[src/core/tps_cfg.svh]
// Offsets, field positions, reset values and select codes of the timer prescaler block.
// Assumes inclusion by the package, the core module and the bench.
// Function
// [RULE_01] see timer one fast flag drives doubled clock
// [RULE_02] three ten-bit prescaler counters
// [RULE_03] both selects zero: all share common
// [RULE_04] select one only: timer one private
// [RULE_05] select three only: timer three private
// [RULE_06] both selects: each private, separate resets
// [RULE_07] timer three never uses fast clock
// [RULE_08] taps divide by 8, 64, 256, 1024
// [RULE_09] prescalers run free of clock selection
// [RULE_10] reset restarts all timers on prescaler
// [RULE_11] unselected private prescaler held in reset
// [RULE_12] timer one reset bit self clears, reads 0
// [RULE_13] timer three reset bit self clears, reads 0
// [RULE_14] common reset bit, always reads 0
// [RULE_15] sync hold keeps reset bits set
// [RULE_16] external pin synchronised, select 7 rise, 6 fall
// [RULE_17] pin change counts after 2.5 to 3.5 clocks
// [RULE_18] software switches external clock on stable pin
// [RULE_19] external pulses wider than one clock
// [RULE_20] flag shows timer one really runs fast
`ifndef TPS_CFG_SVH
`define TPS_CFG_SVH
// -----------------------------------------------------------------
// Register indices, byte address is four times the index
// -----------------------------------------------------------------
`define TPS_IDX_GTC 8'h43
`define TPS_IDX_PSS 8'hE2
`define TPS_IDX_TCK 8'hEC
`define TPS_RST_VAL 8'h00
// -----------------------------------------------------------------
// Field positions
// -----------------------------------------------------------------
`define TPS_GTC_SYNC 7
`define TPS_GTC_PSRC 0
`define TPS_PSS_SEL1 7
`define TPS_PSS_SEL3 6
`define TPS_PSS_PRIVATE_PRESCALER_RESET_T3 1
`define TPS_PSS_PRIVATE_PRESCALER_RESET_T1 0
`define TPS_TCK_FLG1 5
`define TPS_TCK_FLG0 4
`define TPS_TCK_SEL1 1
`define TPS_TCK_SEL0 0
// -----------------------------------------------------------------
// Count clock select codes and prescaler width
// -----------------------------------------------------------------
`define TPS_CS_STOP 3'h0
`define TPS_CS_SYS  3'h1
`define TPS_CS_D8   3'h2
`define TPS_CS_D64  3'h3
`define TPS_CS_D256 3'h4
`define TPS_CS_D1K  3'h5
`define TPS_CS_FALL 3'h6
`define TPS_CS_RISE 3'h7
`define TPS_PRESC_W 10
`endif

[src/core/tps_pkg.sv]
// Types shared by the timer prescaler block.
// Assumes tps_cfg.svh for the widths.
`include "tps_cfg.svh"
package tps_pkg;
  // Per-timer triple, index 0 timer zero, 1 timer one, 2 timer three.
  typedef struct packed {
    logic [2:0] t3;
    logic [2:0] t1;
    logic [2:0] t0;
  } tps_csel_t;

  typedef struct packed {
    logic                    ack;
    logic [7:0]              rdata;
    logic                    timer_sync_hold;
    logic                    psr_c;
    logic                    own_prescaler_sel_t1;
    logic                    own_prescaler_sel_t3;
    logic                    private_prescaler_reset_t1;
    logic                    private_prescaler_reset_t3;
    logic [1:0]              fsel;
    logic [1:0]              fflag;
    logic [`TPS_PRESC_W-1:0] pc;
    logic [`TPS_PRESC_W-1:0] p1;
    logic [`TPS_PRESC_W-1:0] p3;
    logic [2:0]              s1;
    logic [2:0]              s2;
    logic [2:0]              prev;
    logic [2:0]              tick;
  } tps_state_t;
endpackage : tps_pkg

[src/core/tps_core.sv]
// Prescalers, count clock selection and register slave for three timers.
// Assumes Avalon-MM master holding each request until waitrequest is low.
`include "tps_cfg.svh"
module tps_core #(
  parameter int PRESC_W = `TPS_PRESC_W
) (
  input  wire logic             sys_clk,
  input  wire logic             rst_b,
  input  wire logic [9:0]       avs_address,
  input  wire logic             avs_read,
  input  wire logic             avs_write,
  input  wire logic [31:0]      avs_writedata,
  input  wire logic [3:0]       avs_byteenable,
  output logic      [31:0]      avs_readdata,
  output logic                  avs_waitrequest,
  input  wire tps_pkg::tps_csel_t count_clock_select,
  input  wire logic [2:0]       external_count_pins,
  output logic      [2:0]       count_tick,
  output logic      [1:0]       timer_fast_clk
);
  // -----------------------------------------------------------------
  // Elaboration check
  // -----------------------------------------------------------------
  if (PRESC_W != `TPS_PRESC_W) begin : g_chk
    $error("prescaler width must be ten");
  end

  tps_pkg::tps_state_t s_reg;
  tps_pkg::tps_state_t s_next;
  logic                req;
  logic                wr;
  logic                hit_gtc;
  logic                hit_pss;
  logic                hit_tck;
  logic [7:0]          wd;
  logic [2:0]          cs [3];
  logic [PRESC_W-1:0]  src [3];

  // Divided tick of a prescaler count for one select code.
  function automatic logic tap(input logic [PRESC_W-1:0] c, input logic [2:0] sel);
    logic t;
    t = 1'b0;
    unique case (sel)
      `TPS_CS_SYS:  t = 1'b1;
      `TPS_CS_D8:   t = &c[2:0]; // see [RULE_08]
      `TPS_CS_D64:  t = &c[5:0];
      `TPS_CS_D256: t = &c[7:0];
      `TPS_CS_D1K:  t = &c[9:0];
      default:      t = 1'b0;
    endcase
    return t;
  endfunction : tap

  // -----------------------------------------------------------------
  // Bus decode
  // -----------------------------------------------------------------
  assign req     = avs_read | avs_write;
  assign hit_gtc = (avs_address == {`TPS_IDX_GTC, 2'b00});
  assign hit_pss = (avs_address == {`TPS_IDX_PSS, 2'b00});
  assign hit_tck = (avs_address == {`TPS_IDX_TCK, 2'b00});
  assign wd      = avs_writedata[7:0];
  assign wr      = avs_write & s_reg.ack & avs_byteenable[0];
  assign avs_waitrequest = req & ~s_reg.ack;
  assign avs_readdata    = {24'h000000, s_reg.rdata};
  assign count_tick      = s_reg.tick;
  assign timer_fast_clk  = s_reg.fflag;

  assign cs[0] = count_clock_select.t0;
  assign cs[1] = count_clock_select.t1;
  assign cs[2] = count_clock_select.t3;

  // Prescaler feeding each timer.
  assign src[0] = s_reg.pc; // see [RULE_03]
  assign src[1] = s_reg.own_prescaler_sel_t1 ? s_reg.p1 : s_reg.pc; // see [RULE_04]
  assign src[2] = s_reg.own_prescaler_sel_t3 ? s_reg.p3 : s_reg.pc; // see [RULE_05]

  // -----------------------------------------------------------------
  // Next state
  // -----------------------------------------------------------------
  always_comb begin
    s_next = s_reg;
    s_next.ack = req & ~s_reg.ack;
    // Reset bits stay set only while the sync hold is on.
    s_next.psr_c = s_reg.timer_sync_hold & s_reg.psr_c; // see [RULE_15]
    s_next.private_prescaler_reset_t1  = s_reg.timer_sync_hold & s_reg.private_prescaler_reset_t1 & s_reg.own_prescaler_sel_t1;
    s_next.private_prescaler_reset_t3  = s_reg.timer_sync_hold & s_reg.private_prescaler_reset_t3 & s_reg.own_prescaler_sel_t3;
    if (wr && hit_gtc) begin
      s_next.timer_sync_hold = wd[`TPS_GTC_SYNC];
      // A written one wins over the hardware clear.
      if (wd[`TPS_GTC_PSRC]) begin
        s_next.psr_c = 1'b1; // see [RULE_14]
      end
    end
    if (wr && hit_pss) begin
      s_next.own_prescaler_sel_t1 = wd[`TPS_PSS_SEL1];
      s_next.own_prescaler_sel_t3 = wd[`TPS_PSS_SEL3];
      if (wd[`TPS_PSS_PRIVATE_PRESCALER_RESET_T1] && s_reg.own_prescaler_sel_t1) begin
        s_next.private_prescaler_reset_t1 = 1'b1; // see [RULE_12]
      end
      if (wd[`TPS_PSS_PRIVATE_PRESCALER_RESET_T3] && s_reg.own_prescaler_sel_t3) begin
        s_next.private_prescaler_reset_t3 = 1'b1; // see [RULE_13]
      end
    end
    if (wr && hit_tck) begin
      // Timer three has no fast select, so it can only run from the system clock.
      s_next.fsel = {wd[`TPS_TCK_SEL1], wd[`TPS_TCK_SEL0]}; // see [RULE_07]
    end
    // Flag follows the select once the switch has taken effect.
    s_next.fflag = s_reg.fsel; // see [RULE_01] [RULE_20]
    // Free running counters, cleared by their reset terms.
    s_next.pc = s_reg.psr_c ? '0 : s_reg.pc + 1'b1; // see [RULE_09] [RULE_10] [RULE_02]
    s_next.p1 = (!s_reg.own_prescaler_sel_t1 || s_reg.private_prescaler_reset_t1) ? '0 : s_reg.p1 + 1'b1; // see [RULE_11] [RULE_06]
    s_next.p3 = (!s_reg.own_prescaler_sel_t3 || s_reg.private_prescaler_reset_t3) ? '0 : s_reg.p3 + 1'b1; // see [RULE_11] [RULE_06]
    // External pins: two sync stages then an edge stage.
    s_next.s1   = external_count_pins;
    s_next.s2   = s_reg.s1;
    s_next.prev = s_reg.s2;
    for (int i = 0; i < 3; i++) begin
      unique case (cs[i])
        `TPS_CS_FALL: s_next.tick[i] = ~s_reg.s2[i] & s_reg.prev[i]; // see [RULE_16]
        `TPS_CS_RISE: s_next.tick[i] = s_reg.s2[i] & ~s_reg.prev[i]; // see [RULE_17]
        default:      s_next.tick[i] = tap(src[i], cs[i]);
      endcase
    end
    s_next.rdata = 8'h00;
    if (avs_read && !s_reg.ack) begin
      if (hit_gtc) begin
        s_next.rdata[`TPS_GTC_SYNC] = s_reg.timer_sync_hold;
      end
      if (hit_pss) begin
        s_next.rdata[`TPS_PSS_SEL1] = s_reg.own_prescaler_sel_t1;
        s_next.rdata[`TPS_PSS_SEL3] = s_reg.own_prescaler_sel_t3;
      end
      if (hit_tck) begin
        s_next.rdata[`TPS_TCK_FLG1] = s_reg.fflag[1];
        s_next.rdata[`TPS_TCK_FLG0] = s_reg.fflag[0];
        s_next.rdata[`TPS_TCK_SEL1] = s_reg.fsel[1];
        s_next.rdata[`TPS_TCK_SEL0] = s_reg.fsel[0];
      end
    end
  end

  // -----------------------------------------------------------------
  // State register
  // -----------------------------------------------------------------
  always_ff @(posedge sys_clk) begin
    if (!rst_b) begin
      s_reg <= '0;
    end else begin
      s_reg <= s_next;
    end
  end
endmodule : tps_core

[config.mk]
export PLATFORM = sky130hd
export DESIGN_NAME = tps_core
export DESIGN_NICKNAME = d
export VERILOG_FILES = /design/src/core/tps_pkg.sv /design/src/core/tps_core.sv
export VERILOG_INCLUDE_DIRS = /design/src /design/src/core
export SDC_FILE = /design/constraint.sdc
export NUM_CORES = 1
export LEC_CHECK = 0
export BUFFER_PORTS_ARGS = -buffer_cell sky130_fd_sc_hd__buf_2
export CAP_MARGIN = 10
export CORE_MARGIN = 5
export CORE_UTILIZATION = 42
export DETAILED_ROUTE_END_ITERATION = 7
export PLACE_DENSITY = 0.69
export RECOVER_POWER = 100
export SYNTH_ARGS = -nofsm -noshare
export SYNTH_HDL_FRONTEND = slang
export SYNTH_SLANG_ARGS = --single-unit
[constraint.sdc]
create_clock -name sys_clk -period 1.7 [get_ports sys_clk]
set_input_delay 0.17 -clock sys_clk [delete_from_list [all_inputs] [get_ports sys_clk]]
set_output_delay 0.17 -clock sys_clk [all_outputs]
set_load 0.05 [all_outputs]
==> results list, run 1 <==
- The flow ran to the end, and the final reports show no timing, DRC or antenna violations.
- Yosys warning total: 0
- Power share of the sequential group: between 40% and 50%
- Number of buffers added by the clock tree synthesis step: 9
* Total count of hold-check failures in the final report: 0
- The number of antenna diodes in the final layout is 0.
* Final non-filler cell total: 426
* Post-cts repair resize count: 0
* Library cell with the largest summed area after synthesis: sky130_fd_sc_hd__dfxtp_1
* Number of hold buffers added after CTS: 0
- Wire length of the first global-routing pass: 8450 µm
- Clock net sink count: 59
* Number of violations of the max-capacitance limit: 0
- The floorplan has 29 rows.
- Once routing completed, OpenROAD measured the worst setup slack at 0.180 ns.
- I/O pin cnt: 100
- Min cycle time layout: ~1.5 ns
- Dividing the final minimum period by the clock period gives 89.4%.
* Routed wire length per instance: between 10 and 15 µm
- Number of endpoints failing setup at the final stage: 0
- Top sig layer: met4
* 1st-pass router iterations: 4
- In this run, placement finished with an instance count of 412.
* Metal1 wirelength: 2350 µm
* Netlist area before placement: approximately 0.0028 mm²
- Async set-or-reset flop fraction in the synthesized netlist: 0%
- Largest net degree at the start of global routing: 19
* Number of flops mapped to enable cells by yosys: 0
- OpenSTA, run right after detailed placement, puts the worst setup slack at -0.00407 ns.
- The total overflow left after global routing is 0.
- Dominant cells by area after synthesis: sky130_fd_sc_hd__dfxtp_1 43%, sky130_fd_sc_hd__buf_4 10%, sky130_fd_sc_hd__nor2_1 5.0%
* Later-pin clock latency in the skew report: 0.33 ns
* Core region area: 0.00639 mm²
* Setup Skew: 0.00411 ns
- The die covers 0.00829 mm².
* Initial cell density of the core: 43.2%
- Via count of the routed design: 2067
- Pin slew with the least headroom to its limit: roughly 0.77 ns
- Average instance area after synthesis: 8.90 µm²
- Dominant synthesized flop cell: sky130_fd_sc_hd__dfxtp_1
- After detailed routing, the met3 layer carries 399 µm of wire.
* Sequential element share of the synthesized area: 42.8%
- GRT Util Overall: 12.5%
* Final ANT Viol Nets: 0
- After the last flow step, the layout net total stands at 413.
- Min Hold Slack: 0.0403 ns
- Util after Layout: 47.0%
- The congestion estimate from routability-driven global placement came to 0.810.
- Buffers placed on the I/O ports in this run total 42.
- WL met2: about 2300 µm
- Gate power share: 9.2%
- The commonest cells after synthesis are 59 x sky130_fd_sc_hd__dfxtp_1, 37 x sky130_fd_sc_hd__buf_4, 37 x sky130_fd_sc_hd__nor2_1, 19 x sky130_fd_sc_hd__nand3_1, 15 x sky130_fd_sc_hd__and2_1.
* Overall power: 2.87 mW
- The initial antenna violation count is 0.
- Routed wire length: around 5100 µm
- Sw Ratio: about a quarter
- After routing, the total negative slack on setup checks comes to 0 ns.
- Synthesis inferred 59 register bits.
- The floorplan step set the die height to 91.1 µm.
- Dividing the detail-routed via count by the number of cells gives just under 5.
* Cells after Synth: 310
- Peak supply drop: between 0.0005 and 0.0006 V
- Placed instance area: 0.00287 mm²
- TritonCTS built the clock tree.
- Via count of the first global-routing pass: 1823
* Clock transition at the registers of the reported paths: 0.06 ns
- DP HPWL: 3780 µm
- Library cell used as clock root buffer: sky130_fd_sc_hd__clkbuf_8
* Relative max-transition margin: 48.7%
* Power density over the cells: 956 mW/mm²
* Crit path arrival time: 1.73 ns
* Class of the worst hold path: in2reg
- Die Wd: a little over 90 µm
* Number of setup buffers added after CTS: 0
* Fraction of synthesized cell area taken by the top area cell type: 42.8%
- The detailed router finished its first iteration with 94 violations.
- Summed over all cells, the static leakage comes to between 1 and 1.5 nW.
- STA classifies the critical path endpoint as a flop.
- Cell internal power was estimated by the tool at 2.15 mW.
* Max Buffers Root-to-Sink: 2
- STA classifies the critical path startpoint as an input pin.
* Clock group share of total power: between 40% and 50%
- Level count of the clock H-tree: 3
* Max-slew violation total from the final report: 0
* Unique cell type count in the Yosys netlist: 45
- Unrepaired setup endpoints after global routing: false
- Cells with a size suffix above 1 make up 13.5% of the layout.
- Relative to the synthesized area, the layout overhead comes to 8.79%.
- Data on the critical path is required at its endpoint by about 1.9 ns.
- In the routed design, unresolved DRC markers number 0.
* WHS Path Cells: 2
- Most common cell in the netlist: sky130_fd_sc_hd__dfxtp_1
* Number of flip-flops in the largest register: 40
- Final std cell area, no fill: 0.00300 mm²
- Net switching power of the design: between 0.7 and 0.8 mW
- For the worst flop-to-flop path, the logic depth is 4.
- Critical Setup Path Class: in2reg
- Maximum achievable frequency: around 660 MHz
- Along the worst path, the maximum fanout reaches 4.
-- area by class of cell --
cell class | instances | area, µm²
timing repair buffer | 44 | 205
clock buffer | 11 | 141
clock inverter | 3 | 40.0
sequential | 59 | 1180
fill | 629 | 3380
multi-input combinational | 226 | 1320
inverter | 6 | 22.5
tap | 77 | 96.3
-- power by group through the flow --
stage / Clock, mW / Combinational (mW) / Sequential [mW]
after floorplan: 0 / 0.254 / 1.44
after global placement: 0 / 0.268 / 1.44
after detailed placement: 0 / 0.271 / 1.44
after CTS: 1.23 / 0.272 / 1.41
after global routing: 1.30 / 0.286 / 1.41
final: 1.19 / 0.265 / 1.41
-- placed cells by master (no fill, tap or decap), types with 5 or more instances in the layout --
cell type and instances:
sky130_fd_sc_hd__inv_1 6, sky130_fd_sc_hd__nor3_1 8, sky130_fd_sc_hd__mux2i_1 6, sky130_fd_sc_hd__buf_2 29, sky130_fd_sc_hd__xnor2_1 9, sky130_fd_sc_hd__nand2_1 14
sky130_fd_sc_hd__nand3b_1 6, sky130_fd_sc_hd__nand3_1 19, sky130_fd_sc_hd__clkbuf_1 15, sky130_fd_sc_hd__and2_1 9, sky130_fd_sc_hd__o21ai_0 14, sky130_fd_sc_hd__nor2_1 37
sky130_fd_sc_hd__dfxtp_1 59, sky130_fd_sc_hd__or3_1 9, sky130_fd_sc_hd__conb_1 26, sky130_fd_sc_hd__and2_0 6, sky130_fd_sc_hd__clkbuf_8 10, sky130_fd_sc_hd__ha_1 5
sky130_fd_sc_hd__xor2_1 6, sky130_fd_sc_hd__a21oi_1 10
-- kinds of logic (layout without fill, tap and decap cells) --
logic type                 Yosys count  after routing  share of synthesized area (%)
other                                1             26                          0.136
xor gates and xnor gates            15             15                           4.76
muxes                                6              6                           2.18
and+or+nand+nor                    130            130                           26.0
DFF                                 59             59                           42.8
adders and majority gates            5              5                           2.27
AOI/OAI and AO/OA                   44             44                           10.0
buffers and inverters               50             64                           11.8
-- routing by layer --
| layer | up-vias | global-route usage (%) |
|---|---|---|
| li1 | 1083 | - |
| met1 | 925 | 15.2 |
| met2 | 52 | 19.2 |
| met3 | 7 | 6.28 |
| met4 | 0 | 4.03 |
| met5 | - | 0 |
-- worst max-delay path, stage by stage --
cell                      delay, ns
sky130_fd_sc_hd__buf_2         0.09
sky130_fd_sc_hd__or4b_1        0.60
sky130_fd_sc_hd__nor4_2        0.56
sky130_fd_sc_hd__mux2i_1       0.26
sky130_fd_sc_hd__nor2_1        0.06
-- path summary, 6_finish.rpt --
path,startpoint,to,slack [ns]
worst min-delay path,external_count_pins[2],s_next[8]$_SDFF_PN0_,0.04
worst min register to register,s_next[6]$_SDFF_PN0_,s_next[3]$_SDFF_PN0_,0.44
worst max-delay path,avs_address[1],s_reg[49]$_SDFFE_PN0P_,0.18
worst max register to register,s_reg[60]$_SDFF_PN0_,s_reg[49]$_SDFFE_PN0P_,0.32
Power figures use the tool's default switching activity.
==> inputs of run 2 (changes only) <==
--- a/config.mk
+++ b/config.mk
@@ -11,7 +11,7 @@
 export CORE_MARGIN = 5
 export CORE_UTILIZATION = 42
 export DETAILED_ROUTE_END_ITERATION = 7
-export PLACE_DENSITY = 0.69
+export PLACE_DENSITY = 0.72
 export RECOVER_POWER = 100
 export SYNTH_ARGS = -nofsm -noshare
 export SYNTH_HDL_FRONTEND = slang
==> constraint.sdc (replaced) <==
create_clock -name sys_clk -period 1.3 [get_ports sys_clk]
set_input_delay 0.13 -clock sys_clk [delete_from_list [all_inputs] [get_ports sys_clk]]
set_output_delay 0.13 -clock sys_clk [all_outputs]
set_load 0.05 [all_outputs]
==> run 2 against run 1 <==
First-iteration DRC count fell by 8.5%. Critical path depth increased by 1. Cell area grew 12%. Clock power grew 24%. Power increased by 30%. Count of clock-buffer cells in the layout did not move. The run now ends with negative setup slack left. Clock skew grew 0.0057 ns. Worst hold slack improved by 0.016 ns. Routed wire length is 9.3% higher. Critical path type unchanged.
==> results list, run 2 (synthesis gave the netlist of run 1 again) <==
- Final non-filler cell total: 457
* Number of violations of the max-capacitance limit: 0
- Largest net degree at the start of global routing: 12
* DRT iter0 DRCs: 86
- The count of final max-slew check failures came to 0.
- The library cell used most frequently in the layout, excluding fill and tap cells, is sky130_fd_sc_hd__dfxtp_1.
* Number of endpoints failing setup at the final stage: 1
- Of the total power, the clock network draws 39.6%.
* Number of cells in the design after placement: roughly 440
- The routed design could run at a clock period as short as about 1.3 ns.
* PnR worst setup slack: -0.0114 ns
* Number of remaining DRC errors: 0
* Site Rows: 29
- For this design, the sink count on the clock tree is 59.
- Based on the critical path, the design can be clocked at up to 763 MHz.
* Net switching power of the design: approximately 1.0 mW
- Final net count: 443
- DP HPWL: just over 4000 µm
- Clock tree from TritonCTS: built
- 1st-pass router iterations: 4
- Of the cells placed in the final design, the portion with a size suffix greater than 1 is slightly below 30%.
- Gate power share: a little over a tenth
* Library cell used as clock root buffer: sky130_fd_sc_hd__clkbuf_8
* Sw Ratio: 27.0%
* Required time worst endpoint: 1.52 ns
- The total area inside the core boundary comes to 0.00639 mm².
- CP cell instances: buf_6 > or4b_4 > buf_6 > nor4_4 > mux2i_1 > nor2_1
* Routed wire length per instance: 12.2 µm
- Bufs and invs on worst path: 2
- Along the worst path, the maximum fanout reaches 4.
- Number of antenna violations at the first check in global routing: 0
- Number of flip-flops in the largest register: 40
- Util after Layout: 52.9%
* Layout filler cell count: 597
- Total count of hold-check failures in the final report: 0
- Internal power of the cells: about 2.7 mW
* Crit path arrival time: 1.53 ns
- Antenna diode instance count: 0
- The detail route stage leaves a number of antenna-violating nets equal to 0.
- The path class of the tightest hold or removal check is in2reg.
- Routed vias/inst: 4.91
- The worst setup path is captured at a flop.
- I/O pin cnt: 100
- After detailed routing, the total wire length is 5570 µm.
- The first global-routing pass estimated 9450 µm of wire.
- Relative to the synthesized area, the layout overhead comes to 22.4%.
- Among cell families on the critical path, the largest total delay comes from simple AND/OR/NAND/NOR gates.
* GRT Util Overall: about 14%
* Die Wd: 91.1 µm
* Power share of the sequential group: 49.5%
- After layout, the worst path uses 101% of the clock period.
* Setup slack after placement: -0.297 ns
* Via count of the first global-routing pass: 2118
- Number of buffers added by the clock tree synthesis step: 9
* Later-pin clock latency in the skew report: between 0.3 and 0.4 ns
- Power spread over the standard cell area amounts to 1110 mW/mm².
* Top cell by count, worst path: sky130_fd_sc_hd__buf_6
* Startpoint types: input pin
- Detailed routing inserted a total of 2243 vias.
- At the end of routability-driven placement, the weighted congestion stood at 0.813.
- Violated checks: negative setup slack
- Leading cell types in the layout, fill and taps excluded: 53 x sky130_fd_sc_hd__dfxtp_1, 40 x sky130_fd_sc_hd__buf_2, 36 x sky130_fd_sc_hd__nor2_1
* Overall power: 3.74 mW
- The slowest stage of the critical path belongs to the cell sky130_fd_sc_hd__or4b_4.
* Overflow left after global routing: 0
- In this run the tool buffered the top-level ports with 42 buffer cells.
- In this run the static leakage power is ~1.4 nW.
- Setup repair after global routing could not meet its margin everywhere.
- Max Buffers Root-to-Sink: 2
* Setup Skew: ~0.0098 ns
- Status: complete, but fails checks
* Setup TNS: -0.0114 ns
- The critical path is of the in2reg type.
- Level count of the clock H-tree: 3
- Die height: 91.1 µm
* Clock transition at the registers of the reported paths: 0.07 ns
* Max incr delay on CP: 0.57 ns
* Initial cell density of the core: 43.2%
- Peak supply drop: 0.000919 V
- The die covers 0.00829 mm².
run 2: cell types whose count changed in the layout (fill, tap and decap cells not counted), moves of 6 or more:
| cell | change |
|---|---|
| sky130_fd_sc_hd__clkbuf_1 | -15 |
| sky130_fd_sc_hd__and2_0 | -6 |
| sky130_fd_sc_hd__buf_4 | +28 |
| sky130_fd_sc_hd__and2_1 | +6 |
| sky130_fd_sc_hd__dfxtp_2 | +6 |
| sky130_fd_sc_hd__buf_2 | +11 |
| sky130_fd_sc_hd__dfxtp_1 | -6 |
run 2: stage by stage:
step	hold WS, ns	instance area [µm²]
finish	0.0565	3380
global placement	0.342	3060
CTS	0.0402	3290
global route	0.0431	3380
floorplan	0.257	2860
detailed placement	0.344	3060
run 2: worst paths after layout:
kind	startpoint	slack, ns	to	depth (start not counted)
setup reg to reg	s_reg[38]$_SDFF_PP0_	0.05	count_tick[2]$_SDFF_PN0_	4
hold reg to reg	s_next[8]$_SDFF_PN0_	0.44	s_next[5]$_SDFF_PN0_	1
hold / removal	avs_writedata[6]	0.06	s_reg[48]$_SDFFE_PN0P_	3
setup / recovery	avs_address[6]	-0.01	s_next[43]$_SDFFE_PN0P_	6
run 2: cell type report:
cell class,instances,area (µm²),area share [%]
Clock inverter,4,26.3,0.778
Tap cell,77,96.3,2.85
Sequential cell,59,1190,35.2
Multi-Input combinational cell,226,1420,42.0
Clock buffer,11,151,4.48
Inverter,6,22.5,0.667
Timing Repair Buffer,74,474,14.0
run 2: power groups by stage:
stage               clock (mW)  sequential (mW)  combinational [mW]
floorplan                    0             1.88               0.333
global placement             0             1.88               0.372
detailed placement           0             1.89               0.378
CTS                       1.53             1.84               0.389
global route              1.62             1.85               0.440
finish                    1.48             1.85               0.408
run 2: what timing repair did:
item	CTS	global route
pin swaps	2	6
hold buffers	3	0
setup endpoints to repair	7	17
gates resized for setup	4	21
endpoints found under the hold margin	3	0
buffers inserted	1	2
run 2: routing by layer:
metal	track usage, %	vias to the layer above	wire [µm]
met2	23.6	55	2750
met1	16.4	1040	2430
met5	0	-	0
met4	2.93	0	52
met3	5.95	4	335
li1	-	1144	-
run 2: tightest hold or removal path, stage by stage:
cell and delay [ns]:
sky130_fd_sc_hd__buf_2 0.07, sky130_fd_sc_hd__mux2i_1 0.06, sky130_fd_sc_hd__nor2_1 0.09
